File: config.mk
export PLATFORM = sky130hd
export DESIGN_NAME = sbt_timer
export DESIGN_NICKNAME = d
export VERILOG_FILES = /design/src/design/sbt_pkg.sv /design/src/design/sbt_prescale.sv /design/src/design/sbt_timer.sv
export VERILOG_INCLUDE_DIRS = /design/src /design/src/design
export SDC_FILE = /design/constraint.sdc
export NUM_CORES = 1
export LEC_CHECK = 0
export BUFFER_PORTS_ARGS = -buffer_cell sky130_fd_sc_hd__clkbuf_2
export CAP_MARGIN = 10
export CELL_PAD_IN_SITES_DETAIL_PLACEMENT = 1
export CELL_PAD_IN_SITES_GLOBAL_PLACEMENT = 1
export CORE_MARGIN = 4
export CORE_UTILIZATION = 47
export DETAILED_ROUTE_END_ITERATION = 6
export PLACE_DENSITY = 0.85
export SLEW_MARGIN = 20
export SYNTH_ARGS = -nofsm -noshare
export SYNTH_HDL_FRONTEND = slang
export SYNTH_HIERARCHICAL = 1
export SYNTH_SLANG_ARGS = --single-unit
File: constraint.sdc
create_clock -name clk_sys -period 3.77 [get_ports clk_sys]
set_input_delay 0.1885 -clock clk_sys [delete_from_list [all_inputs] [get_ports clk_sys]]
set_output_delay 0.1885 -clock clk_sys [all_outputs]
set_load 0.03 [all_outputs]
File: src/design/sbt_map.svh
`ifndef SBT_MAP_SVH
`define SBT_MAP_SVH

// register offsets on the plain register port
`define SBT_OFS_FLAG     8'h0c
`define SBT_OFS_CLEAR    8'h0d
`define SBT_OFS_LOW      8'h0e
`define SBT_OFS_HIGH     8'h0f
`define SBT_OFS_CONTROL  8'h10
`define SBT_OFS_ENABLE   8'h8c

// control field positions
`define SBT_RUN_BIT      0
`define SBT_SRC_BIT      1
`define SBT_SYNC_DIS_BIT 2
`define SBT_OSC_EN_BIT   3
`define SBT_PRE_LSB      4
`define SBT_PRE_MSB      5
`define SBT_CTRL_W       6

// flag and enable layout
`define SBT_OVF_BIT      0

// reset values and limits
`define SBT_CTRL_RST     6'h00
`define SBT_COUNT_RST    16'h0000
`define SBT_COUNT_MAX    16'hffff
`define SBT_PRE_W        3

`endif

File: src/design/sbt_pkg.sv
package sbt_pkg;
  `include "sbt_map.svh"

  typedef logic [7:0] sbt_addr_t;
  typedef logic [7:0] sbt_byte_t;

  // how the count register advances
  typedef enum logic [1:0] {
    SBT_STOP  = 2'b00,
    SBT_TIMER = 2'b01,
    SBT_SYNC  = 2'b10,
    SBT_ASYNC = 2'b11
  } sbt_mode_t;

  typedef struct packed {
    logic [`SBT_CTRL_W-1:0] control;
    logic [15:0]            count;
    logic                   flag;
    logic                   enable;
    logic [7:0]             rd_data;
    logic [2:0]             sync;
    logic                   irq;
    logic                   osc_out;
    logic [1:0]             dir_eff;
  } sbt_state_t;

  typedef struct packed {
    logic [`SBT_PRE_W-1:0] cnt;
  } sbt_pre_state_t;
endpackage : sbt_pkg

File: src/design/sbt_prescale.sv
`timescale 1ns/1ns
// divides the count clock ticks by 1, 2, 4 or 8
module sbt_prescale (
  input  wire logic       clk_sys,
  input  wire logic       sys_rst,
  input  wire logic       tick_in,
  input  wire logic [1:0] ratio,
  input  wire logic       clear,
  output logic            tick_out
);
  import sbt_pkg::*;

  sbt_pre_state_t s;
  sbt_pre_state_t next_s;

  // mask of low counter bits that must be all ones for a tick
  function automatic logic [`SBT_PRE_W-1:0] ratio_mask(input logic [1:0] r);
    case (r)
      2'b00:   ratio_mask = 3'h0;
      2'b01:   ratio_mask = 3'h1;
      2'b10:   ratio_mask = 3'h3;
      default: ratio_mask = 3'h7;
    endcase
  endfunction

  ////////////////////////////////////////////////////////////////////
  // pass a tick when the masked counter is full
  always_comb begin
    next_s   = s;
    tick_out = tick_in && ((s.cnt & ratio_mask(ratio)) == ratio_mask(ratio));
    if (clear) begin
      next_s.cnt = 3'h0; // a count write restarts the division
    end else if (tick_in) begin
      next_s.cnt = s.cnt + 3'h1;
    end
  end

  always_ff @(posedge clk_sys or posedge sys_rst) begin
    if (sys_rst) begin
      s <= '0;
    end else begin
      s <= next_s;
    end
  end
endmodule // sbt_prescale

File: src/design/sbt_timer.sv
`timescale 1ns/1ns
module sbt_timer (
  input  wire logic              clk_sys,
  input  wire logic              sys_rst,
  input  wire sbt_pkg::sbt_addr_t bus_addr,
  input  wire sbt_pkg::sbt_byte_t bus_wdata,
  input  wire logic              bus_write,
  input  wire logic              bus_read,
  output sbt_pkg::sbt_byte_t     bus_rdata,
  input  wire logic              sleep_mode,
  input  wire logic              ext_count_clock_pin,
  input  wire logic              osc_input_pin,
  output logic                   osc_output_pin,
  output logic                   osc_amp_enable,
  input  wire logic [1:0]        port_c_direction,
  output logic [1:0]             port_c_dir_eff,
  output logic                   overflow_irq
);
  import sbt_pkg::*;

  sbt_state_t s;
  sbt_state_t next_s;
  sbt_mode_t  mode;
  logic       ext_level;
  logic       ext_rise;
  logic       raw_tick;
  logic       tick;
  logic       wr_low;
  logic       wr_high;
  logic       count_wr;
  logic       wr_ctrl;
  logic       wrap;
  logic       flag_clr;

  // control bits to counting mode; the sync bit matters only externally
  function automatic sbt_mode_t count_mode(input logic [`SBT_CTRL_W-1:0] c);
    if (!c[`SBT_RUN_BIT]) begin
      count_mode = SBT_STOP;
    end else if (!c[`SBT_SRC_BIT]) begin
      count_mode = SBT_TIMER;
    end else if (c[`SBT_SYNC_DIS_BIT]) begin
      count_mode = SBT_ASYNC;
    end else begin
      count_mode = SBT_SYNC;
    end
  endfunction

  ////////////////////////////////////////////////////////////////////
  // write decode
  assign wr_low   = bus_write && bus_addr == `SBT_OFS_LOW;
  assign wr_high  = bus_write && bus_addr == `SBT_OFS_HIGH;
  assign wr_ctrl  = bus_write && bus_addr == `SBT_OFS_CONTROL;
  assign count_wr = wr_low || wr_high;
  assign flag_clr = bus_write && bus_addr == `SBT_OFS_CLEAR && bus_wdata[`SBT_OVF_BIT];

  // with the oscillator on, the crystal drives the count input
  assign ext_level = s.control[`SBT_OSC_EN_BIT] ? osc_input_pin
                                                : ext_count_clock_pin;
  assign ext_rise  = s.sync[1] && !s.sync[2];

  // the internal clock stops in sleep, so only async counting survives
  always_comb begin
    mode = count_mode(s.control);
    case (mode)
      SBT_TIMER: raw_tick = !sleep_mode;
      SBT_SYNC:  raw_tick = ext_rise && !sleep_mode;
      SBT_ASYNC: raw_tick = ext_rise;
      default:   raw_tick = 1'b0;
    endcase
  end

  sbt_prescale u_prescale (
    .clk_sys  (clk_sys),
    .sys_rst  (sys_rst),
    .tick_in  (raw_tick),
    .ratio    (s.control[`SBT_PRE_MSB:`SBT_PRE_LSB]),
    .clear    (count_wr),
    .tick_out (tick)
  );

  // a byte write takes precedence over a tick in the same cycle
  assign wrap = tick && !count_wr && s.count == `SBT_COUNT_MAX;

  ////////////////////////////////////////////////////////////////////
  // next state
  always_comb begin
    next_s      = s;
    next_s.sync = {s.sync[1:0], ext_level}; // plain three-stage chain
    // count register pair
    if (wr_low) begin
      next_s.count[7:0] = bus_wdata;
    end else if (wr_high) begin
      next_s.count[15:8] = bus_wdata;
    end else if (tick) begin
      next_s.count = s.count + 16'h0001;
    end
    if (wr_ctrl) begin
      next_s.control = bus_wdata[`SBT_CTRL_W-1:0];
    end
    if (bus_write && bus_addr == `SBT_OFS_ENABLE) begin
      next_s.enable = bus_wdata[`SBT_OVF_BIT];
    end
    // set wins over a clear in the same cycle
    if (flag_clr) begin
      next_s.flag = 1'b0;
    end
    if (wrap) begin
      next_s.flag = 1'b1;
    end
    next_s.irq = next_s.flag && next_s.enable;
    // crystal amplifier: inverter from input pin, silent when disabled
    next_s.osc_out = s.control[`SBT_OSC_EN_BIT] && !osc_input_pin;
    next_s.dir_eff = s.control[`SBT_OSC_EN_BIT] ? 2'b11 : port_c_direction;
    // read data, one cycle after the strobe; unmapped reads zero
    next_s.rd_data = 8'h00;
    if (bus_read) begin
      case (bus_addr)
        `SBT_OFS_FLAG:    next_s.rd_data = {7'h00, s.flag};
        `SBT_OFS_ENABLE:  next_s.rd_data = {7'h00, s.enable};
        `SBT_OFS_LOW:     next_s.rd_data = s.count[7:0];
        `SBT_OFS_HIGH:    next_s.rd_data = s.count[15:8];
        `SBT_OFS_CONTROL: next_s.rd_data = {2'b00, s.control};
        default:          next_s.rd_data = 8'h00;
      endcase
    end
  end

  // the oscillator enable has no start-up timer here; software waits
  always_ff @(posedge clk_sys or posedge sys_rst) begin
    if (sys_rst) begin
      s <= '0;
    end else begin
      s <= next_s;
    end
  end

  ////////////////////////////////////////////////////////////////////
  // outputs straight from flip-flops
  assign bus_rdata      = s.rd_data;
  assign osc_output_pin = s.osc_out;
  assign osc_amp_enable = s.control[`SBT_OSC_EN_BIT];
  assign port_c_dir_eff = s.dir_eff;
  assign overflow_irq   = s.irq;
endmodule // sbt_timer

==> impl_results.md <==
* Status: complete, no violations
* Worst-margin pin slew at between 0.8 and 0.9 ns
* CTS Buf Count at 5
* Top cells by count, synth: dfrtp_1, nor2_1, nand2_1, buf_4
* First DRT Iteration DRCs at 104
* CP bufs+invs at 0
* Filler Cells Inserted at around 560
* Worst slew margin relative to its limit at between 40% and 50%
* Global route total overflow at 0
* Full die area at between 6000 and 7000 um^2
* Final setup TNS at 0 ns
* Post-Synth Adder-Cell Area at under 10%
* CP Launch Type: flip-flop
* Clock root cell: clkbuf_8
* CP max-delay cell: a221oi_1
* Post-synth top area share at between 40% and 50%
* Avg Vias per Cell at slightly below 6
* Post-Synth XOR/XNOR Area at less than 1%
* Setup-failing EPs final at 0
* Most common cell in the netlist: dfrtp_1
* Compound-Gate Fraction of Synth Area at 13.6%
* Synth cell types at between 50 and 60
* CP peak stage delay at 0.63 ns
* Setup Buffers After CTS at 0
* Cell Area, Synth at 2310 um^2
* Post-Syn Nets at approximately 250
* Share of post-route cells with drive strength above 1 at a little over a quarter
* Clk buf depth at 2
* Antenna violations before repair at 0
* Port Buffers at 37
* Post-synthesis sequential area ratio at 45.5%
* Worst hold-check slack at around 0.054 ns
* Initial Util at 48.6%
* Simple-gate area share of the yosys netlist at between 20% and 30%
* Number of max-cap violations at 0
* Highest Clock Rate at between 300 and 400 MHz
* Endpoints failing hold at 0
* DP HPWL at around 4500 um
* GPL Wtd Cong at ~0.79
* Main synth FF type: dfrtp_1
* First-pass iteration count of the detailed router at 4
* Largest net degree at the start of global routing at 40
* RSZ-0062 raised after global routing: false
* CTS tree: built
* DIE HEIGHT at ~78 um
* Worst Path Max Fanout at 6
* Core Footprint at approximately 4800 um^2
* Inserted Diodes at 0
* Layout net count at 284
* Top cell type by total area after synthesis: dfrtp_1
* Critical path required time at 4.00 ns
* Tmin final at ~2.8 ns
* Num ports at 38
* DR vias at roughly 1900
* EDFF count, synth at 0
* Period utilisation layout at between 70% and 80%
* HP Class: in2reg
* Row count at 25
* Setup crit start: s[35]$_DFFE_PP0P_
* Cells along the critical path: nand2_1 -> a221oi_1 -> o21ai_0 -> a21oi_1 -> and4_1 -> o2111ai_1 -> or4_1 -> nand3_1
* Main combinational cell family by area after synthesis: simple AND/OR/NAND/NOR gates
* Asr flop ratio synth at 100%
* Vias in the first global route at roughly 2000
* Detailed-route wire length at approximately 6100 um
* Hold_sp: osc_input_pin
* PnR Total Power at between 0.9 and 1 mW
* Clock transition at path regs at about 0.080 ns
* Slew Limit Fails at 0
* Clock Skews at ~0.01 ns
* CP arrival at just over 3 ns
* # DRC at 0
* Synth warn at 6
* Final ANT Viol Nets at 0
* Power Density at ~380 nW/um^2
* Die width at roughly 78 um
* Clock latency on the worst-skew pair at about 0.30 ns
* Crit. End Element: flip-flop
* Largest cells by area after synthesis: dfrtp_1, mux2_4, nor2_1
* DR WL/cell at 19.0 um
* CTS H-tree depth at 2
* Synthesized area per cell at ~10 um^2
* Crit Path Class: reg2reg
* Yosys reg bits at 42
* Mux share of post-synthesis cell area at a little under a tenth
* Peak VDD IR at about 0.00019 V
* First-pass GRT wire length at roughly 10000 um
* GRT Resource Usage Total at a little over a fifth
* Area grow syn2layout at 11.9%
* Post-synthesis cell count at approximately 230
* FF-to-FF Start: s[35]$_DFFE_PP0P_
* Delay-heaviest family, CP: compound AO/OA/AOI/OAI gates
* Clk sinks at 42
* P_leak at ~1.2 nW
report_power, final:
| part | total, mW | switching, mW | leakage (nW) | internal, mW |
|---|---|---|---|---|
| Combinational | 0.153 | 0.0837 | 0.579 | 0.0695 |
| Clock | 0.292 | 0.151 | 0.0431 | 0.141 |
| Sequential | 0.544 | 0.0522 | 0.552 | 0.492 |
| Total | 0.989 | 0.287 | 1.17 | 0.702 |
layout by cell type, fill, tap and decap left out, types with 8 or more instances in the layout:
master    count
clkbuf_2     37
dfrtp_1      42
nand3_1       9
inv_1         9
nand2_1      15
nor2_1       23
o21ai_0       8
state kept, by name, indices dropped and copies added, names as in the netlist:
signal / flops
overflow_irq: 1
osc_output_pin: 1
osc_amp_enable: 1
u_prescale/s: 3
bus_rdata: 8
port_c_dir_eff: 2
next_s: 2
s: 24
worst register-to-register path: cells and delay by family, from the launching register on:
kind	cells	cell delay [ns]
DFF	1	0.40
AOI/OAI and AO/OA	4	1.34
and+or+nand+nor	4	0.99
logic make-up after synthesis:
group,after synthesis
flip-flops,42
multiplexers,18
adder cells (fa/ha/maj),2
buffers and inverters,23
XOR/XNOR,2
AO/OA/AOI/OAI,46
AND/OR/NAND/NOR,92
worst paths after layout:
| kind | to | slack (ns) | cells after the start |
|---|---|---|---|
| max | s[30]$_DFFE_PP0P_ | 0.97 | 8 |
| min | osc_output_pin$_DFF_PP0_ | 0.05 | 2 |
| max reg2reg | s[30]$_DFFE_PP0P_ | 0.97 | 8 |
| min reg2reg | next_s[6]$_DFF_PP0_ | 0.37 | 0 |
| max in group asynchronous | s[33]$_DFFE_PP0P_ | 2.86 | 4 |
| min in group asynchronous | u_prescale/s[1]$_DFFE_PP0P_ | 0.31 | 3 |
layout make-up:
cell class	instances	area (um^2)	area share, %
Multi-Input combinational cell	160	1130	43.8
Sequential cell	42	1050	40.6
Tap cell	67	83.8	3.24
Timing Repair Buffer	39	203	7.84
Clock buffer	6	82.6	3.19
Inverter	9	33.8	1.31
per-layer routing:
| layer | global-route usage [%] | vias to the layer above | wire (um) |
|---|---|---|---|
| met5 | 0 | - | 0 |
| met3 | 4.47 | 16 | 244 |
| met4 | 8.74 | 0 | 176 |
| li1 | - | 893 | - |
| met2 | 38.4 | 40 | 3150 |
| met1 | 25.6 | 964 | 2560 |
timing repair:
item                                    4_1_cts  5_1_grt
endpoints found under the hold margin         3        0
endpoints found under the setup margin        0        0
hold buffers                                  1        0
gates resized for setup                       0        0
per-stage QoR:
| step | instance area, um^2 | instances | util (%) | worst slack (ns) |
|---|---|---|---|---|
| CTS | 2590 | 323 | 54.4 | 1.01 |
| finish | 2590 | 323 | 54.4 | 0.968 |
| floorplan | 2310 | 225 | - | 1.42 |
| global route | 2590 | 323 | 54.4 | 0.816 |
| global placement | 2490 | 316 | 52.4 | 1.17 |
| detailed placement | 2490 | 316 | 52.4 | 1.05 |
(Power assumes the default switching activity.)
